## src/hw/shreg_pkg.sv

```systemverilog
package shreg_pkg;

  localparam int unsigned DATA_W   = 8;
  localparam int unsigned APB_AW   = 12;
  localparam int unsigned APB_DW   = 32;

  // Register byte addresses
  localparam logic [APB_AW-1:0] CTRL_ADDR   = 12'h000;
  localparam logic [APB_AW-1:0] STATUS_ADDR = 12'h004;
  localparam logic [APB_AW-1:0] STEP_ADDR   = 12'h008;

  // Field positions in the status word
  localparam int unsigned ST_LOW_OUT_POS  = 8;
  localparam int unsigned ST_HIGH_OUT_POS = 9;
  localparam int unsigned ST_HIZ_POS      = 10;
  localparam int unsigned CTRL_W          = 9;

  // Synchroniser slots for the single-bit pins
  localparam int unsigned PIN_W   = 6;
  localparam int unsigned PIN_CLK = 5;
  localparam int unsigned PIN_CLR = 4;
  localparam int unsigned PIN_SL  = 3;
  localparam int unsigned PIN_SR  = 2;
  localparam int unsigned PIN_D0  = 1;
  localparam int unsigned PIN_D1  = 0;

  // Control word, bit 0 is mode_sel_low
  typedef struct packed {
    logic sign_extend_n;   // 8: low gives arithmetic shift
    logic source_sel;      // 7: serial_in_one when high
    logic serial_par;      // 6: high shifts, low loads
    logic hold;            // 5: right-shift variant hold
    logic bus_drive_off_b; // 4
    logic bus_drive_off_a; // 3: also the right-shift output enable
    logic spare;           // 2
    logic mode_sel_high;   // 1
    logic mode_sel_low;    // 0
  } ctrl_t;

  // Safe start: hold, bus released, sign extension off
  localparam logic [CTRL_W-1:0] CTRL_RESET = 9'h138;
  localparam logic [APB_DW-1:0] RD_ZERO    = 32'h0000_0000;

  typedef enum {
    OP_NONE,
    OP_CLEAR,
    OP_HOLD,
    OP_SHIFT_UP,
    OP_SHIFT_DOWN,
    OP_ARITH,
    OP_LOAD
  } op_t;

endpackage

```

## src/hw/octal_shift_register_bus_io.sv

```systemverilog
`timescale 1ns/1ps

module octal_shift_register_bus_io
  import shreg_pkg::*;
#(
  parameter bit RIGHT_ONLY  = 1'b0,
  parameter bit ASYNC_CLEAR = 1'b0
) (
  input  wire logic              pclk,
  input  wire logic              presetn,
  input  wire logic              psel,
  input  wire logic              penable,
  input  wire logic              pwrite,
  input  wire logic [APB_AW-1:0] paddr,
  input  wire logic [APB_DW-1:0] pwdata,
  output logic      [APB_DW-1:0] prdata,
  output logic                   pready,
  output logic                   pslverr,
  input  wire logic              shift_clk,
  input  wire logic              clear_n,
  input  wire logic              left_serial_in,
  input  wire logic              right_serial_in,
  input  wire logic              serial_in_zero,
  input  wire logic              serial_in_one,
  input  wire logic [DATA_W-1:0] bus_in,
  output logic      [DATA_W-1:0] bus_out,
  output logic      [DATA_W-1:0] bus_oe_n,
  output logic                   low_end_serial_out,
  output logic                   high_end_serial_out
);

  function automatic logic [DATA_W-1:0] shift_up(
    input logic [DATA_W-1:0] q,
    input logic              fill
  );
    shift_up = {q[DATA_W-2:0], fill};
  endfunction

  function automatic logic [DATA_W-1:0] shift_down(
    input logic [DATA_W-1:0] q,
    input logic              fill
  );
    shift_down = {fill, q[DATA_W-1:1]};
  endfunction

  // Pin synchronisers: every pin sees two flops before use
  logic [DATA_W-1:0] bus_s1;
  logic [DATA_W-1:0] bus_s2;
  logic [PIN_W-1:0]  pin_s1;
  logic [PIN_W-1:0]  pin_s2;
  logic              clk_seen;
  logic [DATA_W-1:0] next_bus_s1;
  logic [DATA_W-1:0] next_bus_s2;
  logic [PIN_W-1:0]  next_pin_s1;
  logic [PIN_W-1:0]  next_pin_s2;
  logic              next_clk_seen;

  // Only the second stage feeds logic; the first may be metastable
  always_comb begin
    next_bus_s1          = bus_in;
    next_bus_s2          = bus_s1;
    next_pin_s1          = '0;
    next_pin_s1[PIN_CLK] = shift_clk;
    next_pin_s1[PIN_CLR] = clear_n;
    next_pin_s1[PIN_SL]  = left_serial_in;
    next_pin_s1[PIN_SR]  = right_serial_in;
    next_pin_s1[PIN_D0]  = serial_in_zero;
    next_pin_s1[PIN_D1]  = serial_in_one;
    next_pin_s2          = pin_s1;
    next_clk_seen        = pin_s2[PIN_CLK];
  end

  // Reset to low: an idle-low shift clock gives no false edge
  always_ff @(posedge pclk or negedge presetn) begin
    if (!presetn) begin
      bus_s1   <= '0;
      bus_s2   <= '0;
      pin_s1   <= '0;
      pin_s2   <= '0;
      clk_seen <= 1'b0;
    end else begin
      bus_s1   <= next_bus_s1;
      bus_s2   <= next_bus_s2;
      pin_s1   <= next_pin_s1;
      pin_s2   <= next_pin_s2;
      clk_seen <= next_clk_seen;
    end
  end

  logic clk_sync;
  logic clr_n_sync;
  logic sl_sync;
  logic sr_sync;
  logic d0_sync;
  logic d1_sync;

  assign clk_sync   = pin_s2[PIN_CLK];
  assign clr_n_sync = pin_s2[PIN_CLR];
  assign sl_sync    = pin_s2[PIN_SL];
  assign sr_sync    = pin_s2[PIN_SR];
  assign d0_sync    = pin_s2[PIN_D0];
  assign d1_sync    = pin_s2[PIN_D1];

  // APB slave, zero wait states
  ctrl_t ctrl;
  ctrl_t next_ctrl;
  logic  wr_fire;
  logic  rd_fire;
  logic  step_req;
  logic  addr_ok;

  assign pready  = 1'b1;
  assign wr_fire = psel && penable && pwrite;
  assign rd_fire = psel && penable && !pwrite;
  assign addr_ok = (paddr == CTRL_ADDR) || (paddr == STATUS_ADDR)
                   || (paddr == STEP_ADDR);
  assign pslverr = psel && penable && !addr_ok;
  assign step_req = wr_fire && (paddr == STEP_ADDR);

  always_comb begin
    next_ctrl = ctrl;
    if (wr_fire && paddr == CTRL_ADDR) begin
      next_ctrl = ctrl_t'(pwdata[CTRL_W-1:0]);
    end
  end

  always_ff @(posedge pclk or negedge presetn) begin
    if (!presetn) begin
      ctrl <= ctrl_t'(CTRL_RESET);
    end else begin
      ctrl <= next_ctrl;
    end
  end

  // Register core
  logic [DATA_W-1:0] q;
  logic [DATA_W-1:0] next_q;
  logic              edge_hit;
  logic              both_sel;
  logic              bus_hiz;
  op_t               op;

  // A software step counts as an edge of the shift clock; with a pin edge in the same cycle it gives one step
  assign edge_hit = (clk_sync && !clk_seen) || step_req;
  assign both_sel = ctrl.mode_sel_low && ctrl.mode_sel_high;

  // Right-shift variant: clear is a level and needs no edge
  function automatic op_t decode_right(
    input ctrl_t c,
    input logic  clr_n,
    input logic  hit
  );
    decode_right = OP_NONE;
    if (!clr_n) begin
      decode_right = OP_CLEAR;
    end else if (!hit) begin
      decode_right = OP_NONE;
    end else if (c.hold) begin
      decode_right = OP_HOLD;
    end else if (!c.serial_par) begin
      decode_right = OP_LOAD;
    end else if (c.sign_extend_n) begin
      decode_right = OP_SHIFT_UP;
    end else begin
      decode_right = OP_ARITH;
    end
  endfunction

  // Universal variant: a load outranks the synchronous clear
  function automatic op_t decode_universal(
    input ctrl_t c,
    input logic  clr_n,
    input logic  hit,
    input logic  both
  );
    decode_universal = OP_NONE;
    if (ASYNC_CLEAR && !clr_n) begin
      decode_universal = OP_CLEAR;
    end else if (!hit) begin
      decode_universal = OP_NONE;
    end else if (both) begin
      decode_universal = OP_LOAD;
    end else if (!clr_n) begin
      decode_universal = OP_CLEAR;
    end else if (c.mode_sel_high) begin
      decode_universal = OP_SHIFT_UP;
    end else if (c.mode_sel_low) begin
      decode_universal = OP_SHIFT_DOWN;
    end else begin
      decode_universal = OP_HOLD;
    end
  endfunction

  always_comb begin
    op = OP_NONE;
    if (RIGHT_ONLY) begin
      op = decode_right(ctrl, clr_n_sync, edge_hit);
    end else begin
      op = decode_universal(ctrl, clr_n_sync, edge_hit, both_sel);
    end
  end

  logic right_fill;

  // Variant picks the fill bit for an upward shift
  assign right_fill = RIGHT_ONLY ? (ctrl.source_sel ? d1_sync : d0_sync)
                                 : sr_sync;

  always_comb begin
    next_q = q;
    case (op)
      OP_CLEAR:      next_q = '0;
      OP_HOLD:       next_q = q;
      OP_SHIFT_UP:   next_q = shift_up(q, right_fill);
      OP_SHIFT_DOWN: next_q = shift_down(q, sl_sync);
      OP_ARITH:      next_q = shift_up(q, q[0]);
      OP_LOAD:       next_q = bus_s2;
      OP_NONE:       next_q = q;
      default:       next_q = q;
    endcase
  end

  always_ff @(posedge pclk or negedge presetn) begin
    if (!presetn) begin
      q <= '0;
    end else begin
      q <= next_q;
    end
  end

  // Serial outputs are the end flops themselves
  assign low_end_serial_out  = q[0];
  assign high_end_serial_out = q[DATA_W-1];

  // Bus drive; controls only gate drivers, never the sequencing
  always_comb begin
    if (RIGHT_ONLY) begin
      bus_hiz = ctrl.bus_drive_off_a
                || (!clr_n_sync && !ctrl.hold && !ctrl.serial_par);
    end else begin
      bus_hiz = ctrl.bus_drive_off_a || ctrl.bus_drive_off_b;
    end
    // A load samples the pins, so our drivers must be off then
    if (op == OP_LOAD) begin
      bus_hiz = 1'b1;
    end
  end

  assign bus_out  = q;
  assign bus_oe_n = {DATA_W{bus_hiz}};

  // Read data
  logic [APB_DW-1:0] rd_word;

  always_comb begin
    rd_word = RD_ZERO;
    if (paddr == CTRL_ADDR) begin
      rd_word[CTRL_W-1:0] = ctrl;
    end else if (paddr == STATUS_ADDR) begin
      rd_word[DATA_W-1:0]     = q;
      rd_word[ST_LOW_OUT_POS]  = q[0];
      rd_word[ST_HIGH_OUT_POS] = q[DATA_W-1];
      rd_word[ST_HIZ_POS]      = bus_hiz;
    end
  end

  assign prdata = rd_fire ? rd_word : RD_ZERO;

endmodule

```

## config.mk

```make
export PLATFORM = sky130hd
export DESIGN_NAME = octal_shift_register_bus_io
export DESIGN_NICKNAME = d
export VERILOG_FILES = /design/src/hw/shreg_pkg.sv /design/src/hw/octal_shift_register_bus_io.sv
export SDC_FILE = /design/constraint.sdc
export NUM_CORES = 1
export LEC_CHECK = 0
export BUFFER_PORTS_ARGS = -buffer_cell sky130_fd_sc_hd__buf_2
export CAP_MARGIN = 20
export CORE_ASPECT_RATIO = 0.5
export CORE_UTILIZATION = 40
export CTS_BUF_LIST = sky130_fd_sc_hd__clkbuf_4
export DETAILED_ROUTE_END_ITERATION = 16
export GPL_ROUTABILITY_DRIVEN = 0
export PLACE_DENSITY_LB_ADDON = 0.2
export SLEW_MARGIN = 20
export SYNTH_ARGS = -nofsm -noshare
export SYNTH_HDL_FRONTEND = slang
export SYNTH_SLANG_ARGS = --single-unit
```

## constraint.sdc

```tcl
create_clock -name pclk -period 2 [get_ports pclk]
set_clock_uncertainty 0.05 [all_clocks]
set_input_delay 0.4 -clock pclk [delete_from_list [all_inputs] [get_ports pclk]]
set_output_delay 0.4 -clock pclk [all_outputs]
set_load 0.01 [all_outputs]
```

---- Yosys cells after proc, flatten, opt, wreduce, memory -nomap -nowiden ----
Index checks and enable logic that the tools add are counted.
storage, ports and cells
  input port bits ......................... 63
  output and inout bits ................... 52
  register bits ........................... 46
cells by class
  equality and inequality tests ........... 8
  reduce and logical (&&, ||, !) cells .... 19
  mux-type cells .......................... 11
  bitwise operators ....................... 1
operators with widths
  operator               count
  $pmux W8 S5            1
  $eq A32 B1 Y1 const B  1
  $eq A32 B2 Y1 const B  1
  $eq A32 B3 Y1 const B  1
  $eq A32 B4 Y1 const B  1
  $mux W11               2
  $mux W3                5
  $eq A12 B3 Y1 const B  1
  $eq A12 B4 Y1 const B  1
  $logic_not A12 Y1      1
  $mux W9                1
  $logic_and A1 B1 Y1    8
  $eq A3 B3 Y1 const B   2
  $reduce_bool A5 Y1     1
  $logic_or A1 B1 Y1     4
  $reduce_bool A4 Y1     1
  $logic_not A1 Y1       3
  $mux W2                1
  $reduce_and A2 Y1      1
  $mux W1                1
  $not A1 Y1             1

---- Logic depth before layout (Yosys ltp) ----
Gate-level depths: netlist of run 1.
  depth after elaboration ................. 10
  mapped depth ............................ 6
  depth with buffers taken out ............ 4

---- Worst setup path before layout of run 1 ----
Ideal clock, no wire load.
  path type ............................... input-to-output
  start ................................... input paddr[1]
  end ..................................... output prdata[0]
  stages .................................. 5
  path buffers ............................ 1
  slack ................................... -0.208 ns
  arrival ................................. 1.758 ns
  data required time ...................... 1.550 ns
  cells stage by stage .................... nor4_2 > nand3_1 > or4_1 > clkbuf_1 > a21oi_1
on the way
  cells in the longest elaborated chain, start to end .. 4
  elaborated cells between the ends (all ways) .. 5
  classes of those cells .................. 1 x eq/ne; 3 x mux; 1 x reduce/logical
ends and longest elaborated chain
  item           line                                RTL
  from (decl)    octal_shift_register_bus_io.sv:14   input wire logic [APB_AW-1:0] paddr,
  $eq A12 B3 Y1  octal_shift_register_bus_io.sv:259  end else if (paddr == STATUS_ADDR) begin
  $mux W11       octal_shift_register_bus_io.sv:259
  $mux W9 (*)    octal_shift_register_bus_io.sv:257  if (paddr == CTRL_ADDR) begin
  $mux W11 (*)   octal_shift_register_bus_io.sv:267  assign prdata = rd_fire ? rd_word : RD_ZERO;
  to (decl)      octal_shift_register_bus_io.sv:16   output logic [APB_DW-1:0] prdata,
Every way passes the cells marked *; elsewhere a longest branch is shown, timed or not.

---- Worst setup path in the final report of run 1 ----
  start ................................... input paddr[1]
  end ..................................... output prdata[7]
The elaborated chain is that of the path after synthesis.

==> results of run 1 <==
[what timing repair did]
action | 4_1_cts | 5_1_grt
buffers inserted | 3 | 1
setup endpoints to repair | 19 | 25
cloned | 0 | 1
resized for setup | 17 | 7
pin swaps | 13 | 5
[worst max-delay path, stage by stage]
cell     delay, ps
buf_6           90
nor4_4         280
nand3_1        140
or4_4          540
buf_6          170
a21oi_4         90
buf_2          130
[cell type report]
cell class	instances	share of cell area
inverters	3	0.00416
well taps	70	0.0323
multi-input cells	117	0.337
repair buffers	85	0.207
clock inverters	2	0.0139
flip-flops and latches	42	0.390
clock buffers	6	0.0166
[power by group through the flow]
stage               combinational [mW]  clock (mW)  sequential [mW]
detailed placement               0.124           0            0.899
floorplan                       0.0821           0            0.897
finish                           0.134       0.556            0.882
global placement                 0.122           0            0.898
CTS                              0.130       0.567            0.883
global route                     0.149       0.615            0.885
[cells in the mapped netlist]
master	number
or4_1	2
mux2i_1	6
nor2_1	11
nand4_1	8
a21oi_1	4
inv_1	3
nor4_2	2
clkbuf_1	10
nand2b_1	1
o22a_1	1
a211oi_1	1
buf_4	32
and3b_1	1
nor2b_1	2
and4_1	1
o211ai_1	18
a22o_1	1
buf_6	1
o2111ai_1	14
nand3_1	2
buf_2	2
o21ai_1	1
dfrtp_1	38
conb_1	2
dfstp_2	4
mux2_4	9
nand2_1	9
nor4bb_1	1
[sequential cells by signal (all words and copies together) (netlist names)]
register and count:
pin_s2 4, next_pin_s2 4, ctrl 9, bus_s2 8, bus_s1 8, bus_out 8, clk_seen 1
[through the flow]
| step | setup slack (ps) | cell area, µm² |
|---|---|---|
| after global placement | -358 | 2480 |
| after detailed placement | -349 | 2480 |
| final | -295 | 2710 |
| after CTS | -327 | 2670 |
| after global routing | -371 | 2710 |
| after floorplan | -88.1 | 2240 |
[cell families after synthesis]
logic type             share of synthesized area
other                                    0.00358
muxes                                     0.0930
AOI/OAI and AO/OA                          0.147
and+or+nand+nor                            0.106
DFF                                        0.503
buffers and inverters                      0.148
[path summary, 6_finish.rpt]
| kind | end | slack, ps |
|---|---|---|
| min in group pclk | next_pin_s2[2]$_DFF_PN0_ | 100 |
| hold reg to reg | bus_s2[5]$_DFF_PN0_ | 300 |
| max in group asynchronous | ctrl[5]$_DFFE_PN1P_ | 1510 |
| hold / removal | bus_out[4]$_DFFE_PN0P_ | 20 |
| setup reg to reg | bus_out[0]$_DFFE_PN0P_ | 390 |
| setup / recovery | prdata[7] | -300 |
[routing by layer]
metal,up-vias,track usage
met5,-,0
met3,10,0.0419
met2,71,0.246
li1,765,-
met4,0,0.0762
met1,726,0.222
==> flow_summary.json, run 1 <==
{
  "outcome": "finished, violations left",
  "violations": "setup timing",
  "final-seq-area_um2": 1060,
  "grt_max_degree": 43,
  "holdWs_ps": 15.1,
  "antenna_found_initial": 0,
  "area_delta_synth_final_pct": 29.2,
  "ant_nets": 0,
  "start_kind": "input pin",
  "ir_drop_mv": 0.440,
  "num_rows": 18,
  "wl_um": 4380,
  "maxSlewViolCount": 0,
  "die_y_um": 53.2,
  "grt-ovfl-total": 0,
  "viasPerCell": 4.84,
  "ys_top_cells_by_area": "dfrtp_1 (45%), buf_4 (11%), mux2_4 (6.4%), o211ai_1 (6.4%), o2111ai_1 (5.8%)",
  "n_antenna_cell": 0,
  "clockRootBuffer": "clkbuf_4",
  "slew_headroom": 0.629,
  "layout_setup_ws_ps": -295,
  "synth_warnings": 0,
  "arrival_ps": 1850,
  "grt_pass1_vias": 1414,
  "numCtsBuffers": 5,
  "die_area_um2": 5560,
  "net-switching-power_mw": 0.366,
  "yosys.area.top_type": "dfrtp_1",
  "final_common_cell": "buf_2",
  "fin_nets": 317,
  "portBuffers": 67,
  "period_needed_ps": 2300,
  "comb_power_share": 0.085,
  "cts_buffer_depth": 2,
  "rsz0062_at_grt": "yes",
  "p_seq_frac": 0.561,
  "synthCells": 187,
  "rr_startpoint": "ctrl[1]$_DFFE_PN0P_",
  "placeableCoreArea_um2": 4980,
  "seq_area_frac_synth": 0.503,
  "clock_latency_ps": 360,
  "power.internal_mw": 1.21,
  "via_count": 1572,
  "period_share": 1.15,
  "drt-initial-drc-count": 153,
  "endpoint_kind": "output pin",
  "most-common-layout-cells": "buf_2 (55), dfrtp_1 (38), conb_1 (22)",
  "met2_length_um": 1910,
  "cts_tree": "done",
  "p_sw_frac": 0.233,
  "fillers": 445,
  "max_cap_viol_count": 0,
  "top_layer_used": "met4",
  "dieWidth_um": 104,
  "crit_start": "paddr[1]",
  "ys_ff_latch": 42,
  "synth.distinct_cells": 28,
  "rr_worst_depth": 5,
  "synth_top_area_frac": 0.453,
  "finalHoldViolations": 0,
  "ios": 115,
  "wl_met1_um": 2100,
  "finalSetupViolCount": 19,
  "detail_route.wl_per_cell_um": 13.5,
  "clock_sinks": 42,
  "crit_required_ps": 1550,
  "syn_avg_cell_area_um2": 11.2,
  "path_max_fanout": 5,
  "dp.final_hpwl_um": 2980,
  "fmax_mhz": 436,
  "post_layout_nonfiller_instances": 325,
  "final_util": 0.544,
  "initial_core_util": 0.422,
  "multi_input_area_um2": 912,
  "total_power_mw": 1.57,
  "worstHoldPathType": "in -> async",
  "leakage_nw": 1.31,
  "dp.cells": 315,
  "p_clk_frac": 0.354,
  "path_class": "in -> out",
  "wl_met3_um": 282,
  "final_layout_size_suffix_gt1_frac": 0.482,
  "worst_pin_slew_ps": 554,
  "tns_ps": -3940,
  "htreeDepth": 2,
  "drc": 0,
  "drt_first_pass_iters": 4,
  "hold_buffers": 0,
  "p_per_area_nw_per_um2": 580,
  "grtUsageTotal": 0.163,
  "clk_pin_slew_ps": 140,
  "syn_area_um2": 2100,
  "grt_pass1_wl_um": 6800
}
Note: power is estimated with default switching activity, not from simulation.
==> run 2, diff against run 1 <==
--- a/config.mk
+++ b/config.mk
@@ -12,7 +12,7 @@
 export CTS_BUF_LIST = sky130_fd_sc_hd__clkbuf_4
 export DETAILED_ROUTE_END_ITERATION = 16
 export GPL_ROUTABILITY_DRIVEN = 0
-export PLACE_DENSITY_LB_ADDON = 0.2
+export PLACE_DENSITY = 0.81
 export SLEW_MARGIN = 20
 export SYNTH_ARGS = -nofsm -noshare
 export SYNTH_HDL_FRONTEND = slang
==> run 2 against run 1 <==
  * The run still ends with setup timing left
  * Fmax is 2.0% lower
  * Total power is 7.5% lower
  * Final cell count is 0.62% higher
  * Hold slack worse by 5.9 ps
  * Non-clock buffer count is 2 higher
  * Combinational power hardly changed
  * Wire length is 7.7% higher
  * First-iteration DRC count is 45% higher
  * Critical endpoint unchanged
  * Highest routed layer unchanged
==> flow_summary.json, run 2 (same netlist as run 1, synthesis figures left out) <==
{
  "via_count": 1674,
  "final_common_cell": "buf_2",
  "fmax_mhz": 427,
  "start_kind": "input pin",
  "outcome": "finished, violations left",
  "cts_tree": "done",
  "cts_buffer_depth": 2,
  "fillers": 417,
  "path_max_fanout": 7,
  "leakage_nw": 1.31,
  "clk_pin_slew_ps": 140,
  "die_y_um": 53.2,
  "grt_max_degree": 43,
  "drc": 0,
  "p_per_area_nw_per_um2": 532,
  "clock_sinks": 42,
  "dieWidth_um": 104,
  "period_needed_ps": 2340,
  "dp.final_hpwl_um": 3280,
  "cp_cell_sequence": "buf_6 > nor4_4 > nand3_2 > or4_4 > buf_12 > a21oi_4 > buf_2",
  "drt_first_pass_iters": 4,
  "layout_setup_ws_ps": -342,
  "worst_pin_slew_ps": 549,
  "largest-register": "ctrl",
  "path_class": "in -> out",
  "antenna_found_initial": 0,
  "clockRootBuffer": "clkbuf_4",
  "fin_nets": 319,
  "wl_um": 4720,
  "pre_cts_ws_ps": -446,
  "initial_core_util": 0.422,
  "finalHoldViolations": 0,
  "worstHoldPathType": "in -> async",
  "net-switching-power_mw": 0.385,
  "total_power_mw": 1.46,
  "rr_worst_depth": 5,
  "final_layout_size_suffix_gt1_frac": 0.490,
  "rsz0062_at_grt": "yes",
  "finalSetupViolCount": 19,
  "cp_slowest_cell": "or4_4",
  "placeableCoreArea_um2": 4980,
  "p_seq_frac": 0.606,
  "grt_pass1_vias": 1469,
  "n_antenna_cell": 0,
  "numCtsBuffers": 5,
  "p_clk_frac": 0.300,
  "power.internal_mw": 1.07,
  "detail_route.wl_per_cell_um": 14.4,
  "ir_drop_mv": 0.415,
  "crit_required_ps": 1550,
  "arrival_ps": 1890,
  "htreeDepth": 2,
  "max_cap_viol_count": 0,
  "viasPerCell": 5.12,
  "period_share": 1.17,
  "die_area_um2": 5560,
  "most-common-layout-cells": "buf_2 (51), dfrtp_1 (38), conb_1 (22)",
  "slew_headroom": 0.633,
  "p_sw_frac": 0.265,
  "grtUsageTotal": 0.168,
  "comb_power_share": 0.093,
  "area_delta_synth_final_pct": 30.5,
  "num_rows": 18,
  "clock_latency_ps": 370,
  "grt-ovfl-total": 0,
  "critPathMaxStageDelay_ps": 540,
  "maxSlewViolCount": 0,
  "violations": "setup timing",
  "ant_nets": 0,
  "portBuffers": 67,
  "ios": 115,
  "reg2reg_slack_ps": 320,
  "largest_reg_flops": 9,
  "endpoint_kind": "output pin",
  "grt_pass1_wl_um": 7060,
  "rr_startpoint": "ctrl[1]$_DFFE_PN0P_",
  "drt-initial-drc-count": 222,
  "r2r-end": "bus_out[3]$_DFFE_PN0P_"
}
[run 2: cell types whose count changed in the layout (fill, tap and decap cells not counted), moves of 2 or more]
cell,change
buf_2,-4
buf_4,+4
nor2_4,+2
nor2_2,-2
[run 2: cell type report]
class	count	area [µm²]	area share
tap	70	87.6	0.0320
sequential	42	1060	0.386
multi-input combinational	117	920	0.336
timing repair buffer	87	602	0.220
clock inverter	3	23.8	0.00868
clock buffer	5	37.5	0.0137
inverter	3	11.3	0.00411
[run 2: repair_timing]
item,CTS,global route
resized for setup,19,8
setup buffers,3,4
hold buffers,0,0
setup endpoints to repair,19,19
pin swaps,12,6
hold endpoints to repair,0,0
[run 2: how the worst max path moves through the flow]
stage             start    endpoint  slack, ps
2_1_floorplan  paddr[5]   prdata[0]        -90
3_3_place_gp   paddr[1]   prdata[1]       -350
3_5_place_dp   paddr[1]  prdata[10]       -450
4_1_cts        paddr[6]   prdata[0]       -350
5_1_grt        paddr[0]   prdata[0]       -390
6_report       paddr[0]   prdata[7]       -340
[run 2: metrics by stage]
stage                     TNS, ps  hold WS, ps  instance area (µm²)   util  std cells
after floorplan              -927         54.4                 2240      -        207
after global placement      -5490          283                 2480  0.499        314
after detailed placement    -6540          285                 2480  0.499        314
after CTS                   -4740         18.3                 2670  0.536        324
after global routing        -5670         38.8                 2740  0.550        327
final                       -4730         9.25                 2740  0.550        327
[run 2: power by group through the flow]
stage,Clock (mW),Sequential [mW],Combinational [mW]
final,0.437,0.883,0.136
after global placement,0,0.898,0.120
after CTS,0.452,0.883,0.131
after global routing,0.493,0.886,0.149
after floorplan,0,0.897,0.0821
after detailed placement,0,0.899,0.125
[run 2: critical path, delay by kind of cell]
kind	cells	cell delay [ps]
simple gates	3	1000
buf+inv	3	400
compound gates	1	90
[run 2: per-layer routing]
| layer | track usage | vias to the layer above | wire, µm |
|---|---|---|---|
| met3 | 0.0345 | 10 | 268 |
| met1 | 0.210 | 801 | 1960 |
| met2 | 0.278 | 94 | 2400 |
| met4 | 0.0929 | 0 | 95 |
| met5 | 0 | - | 0 |
| li1 | - | 769 | - |
==> run 3, diff against run 2 <==
--- a/config.mk
+++ b/config.mk
@@ -9,7 +9,8 @@
 export CAP_MARGIN = 20
 export CORE_ASPECT_RATIO = 0.5
 export CORE_UTILIZATION = 40
-export CTS_BUF_LIST = sky130_fd_sc_hd__clkbuf_4
+export CTS_BUF_LIST = sky130_fd_sc_hd__clkbuf_16
+export CTS_CLUSTER_SIZE = 12
 export DETAILED_ROUTE_END_ITERATION = 16
 export GPL_ROUTABILITY_DRIVEN = 0
 export PLACE_DENSITY = 0.81
==> run 3 against run 2 <==
  * The run still ends with setup timing left
  * Sequential power is essentially flat
  * Highest routed layer unchanged
  * Largest power group unchanged
  * Hold slack gained 110 ps
  * Final cell count shrank 0.31%
  * Combinational power is essentially flat
  * Total power grew 26%
  * Die area is the same
  * Register-to-register slack gained 30 ps
  * Fmax grew 0.69%
  * Count of clock-buffer cells in the layout is the same
  * Sequential share of layout area shrank 1.2 points
==> flow_summary.json, run 3 (same netlist as run 1, synthesis figures left out) <==
{
  "worst_pin_slew_ps": 538,
  "path_max_fanout": 7,
  "worstHoldPathType": "in -> async",
  "layout_setup_ws_ps": -326,
  "rsz0062_at_grt": "yes",
  "top_layer_used": "met4",
  "detail_route.wl_per_cell_um": 15.5,
  "fillers": 394,
  "met2_length_um": 2590,
  "fin_nets": 318,
  "clockRootBuffer": "clkbuf_16",
  "hold_buffers": 0,
  "drt_first_pass_iters": 4,
  "crit_required_ps": 1550,
  "grt-ovfl-total": 0,
  "rr_startpoint": "pin_s2[5]$_DFF_PN0_",
  "crit_start": "paddr[0]",
  "htreeDepth": 2,
  "final_util": 0.568,
  "drc": 0,
  "path_class": "in -> out",
  "largest_reg_flops": 9,
  "n_antenna_cell": 0,
  "dieWidth_um": 104,
  "cts_tree": "done",
  "grt_pass1_vias": 1511,
  "p_per_area_nw_per_um2": 648,
  "slew_headroom": 0.640,
  "wl_met1_um": 1960,
  "most-common-layout-cells": "buf_2 (50), dfrtp_1 (38), conb_1 (22)",
  "largest-register": "ctrl",
  "leakage_nw": 1.34,
  "dp.final_hpwl_um": 3280,
  "via_count": 1686,
  "grt_max_degree": 43,
  "cts_buffer_depth": 2,
  "initial_core_util": 0.422,
  "drt-initial-drc-count": 290,
  "period_needed_ps": 2330,
  "start_kind": "input pin",
  "tns_ps": -4410,
  "ios": 115,
  "holdWs_ps": 121,
  "final-seq-area_um2": 1060,
  "arrival_ps": 1880,
  "die_y_um": 53.2,
  "clock_sinks": 42,
  "period_share": 1.16,
  "die_area_um2": 5560,
  "final_layout_size_suffix_gt1_frac": 0.488,
  "ir_drop_mv": 0.376,
  "max_cap_viol_count": 0,
  "grtUsageTotal": 0.181,
  "numCtsBuffers": 5,
  "clock_latency_ps": 290,
  "wl_met3_um": 404,
  "endpoint_kind": "output pin",
  "area_delta_synth_final_pct": 34.8,
  "ant_nets": 0,
  "wl_um": 5060,
  "portBuffers": 67,
  "antenna_found_initial": 0,
  "finalSetupViolCount": 19,
  "multi_input_area_um2": 925,
  "maxSlewViolCount": 0,
  "outcome": "finished, violations left",
  "post_layout_nonfiller_instances": 326,
  "num_rows": 18,
  "placeableCoreArea_um2": 4980,
  "fmax_mhz": 430,
  "finalHoldViolations": 0,
  "dp.cells": 314,
  "viasPerCell": 5.17,
  "total_power_mw": 1.83,
  "grt_pass1_wl_um": 7590,
  "final_common_cell": "buf_2",
  "violations": "setup timing",
  "clk_pin_slew_ps": 70
}
[run 3: changes by cell type in the layout (fill, tap and decap cells not counted)]
cell / delta
buf_2: -1
buf_4: -1
buf_6: +1
clkbuf_16: +5
clkbuf_4: -5
nor2_2: -1
nor2_4: +1
[run 3: final timing paths]
path,endpoint,slack [ps],cells after the start
max in group asynchronous,ctrl[5]$_DFFE_PN1P_,1420,2
min in group pclk,next_pin_s2[3]$_DFF_PN0_,170,1
min reg2reg,pin_s2[4]$_DFF_PN0_,300,0
min,bus_out[5]$_DFFE_PN0P_,120,2
max reg2reg,bus_out[4]$_DFFE_PN0P_,350,5
max,prdata[0],-330,7
[run 3: critical path, cell delays in order]
cell,delay (ps)
buf_6,100
nor4_4,310
nand3_2,120
or4_4,550
buf_12,170
a21oi_2,90
buf_2,140
[run 3: per-stage QoR]
stage | setup slack [ps] | cell area, µm²
6_report | -326 | 2830
5_1_grt | -385 | 2830
3_3_place_gp | -348 | 2480
3_5_place_dp | -446 | 2480
4_1_cts | -356 | 2760
2_1_floorplan | -88.1 | 2240
[run 3: repair_timing]
item                                    CTS  global route
buffers inserted                          3             2
gates resized for setup                  20             9
endpoints found under the hold margin     0             0
pin swaps                                12             6
endpoints found under the setup margin   19            19
[run 3: area by class of cell]
type | instances | area share
clock inverter | 3 | 0.00840
timing repair buffer | 86 | 0.212
tap | 70 | 0.0310
multi-input combinational | 117 | 0.327
clock buffer | 5 | 0.0442
sequential | 42 | 0.373
inverter | 3 | 0.00398
[run 3: power breakdown]
group	internal, mW	total [mW]	switching (mW)
Clock	0.467	0.815	0.348
Combinational	0.0541	0.137	0.0825
Sequential	0.876	0.883	0.00754
[run 3: layer usage]
metal | track usage | up-vias
li1 | - | 766
met1 | 0.222 | 798
met2 | 0.300 | 106
met3 | 0.0493 | 16
met4 | 0.0976 | 0
met5 | 0 | -
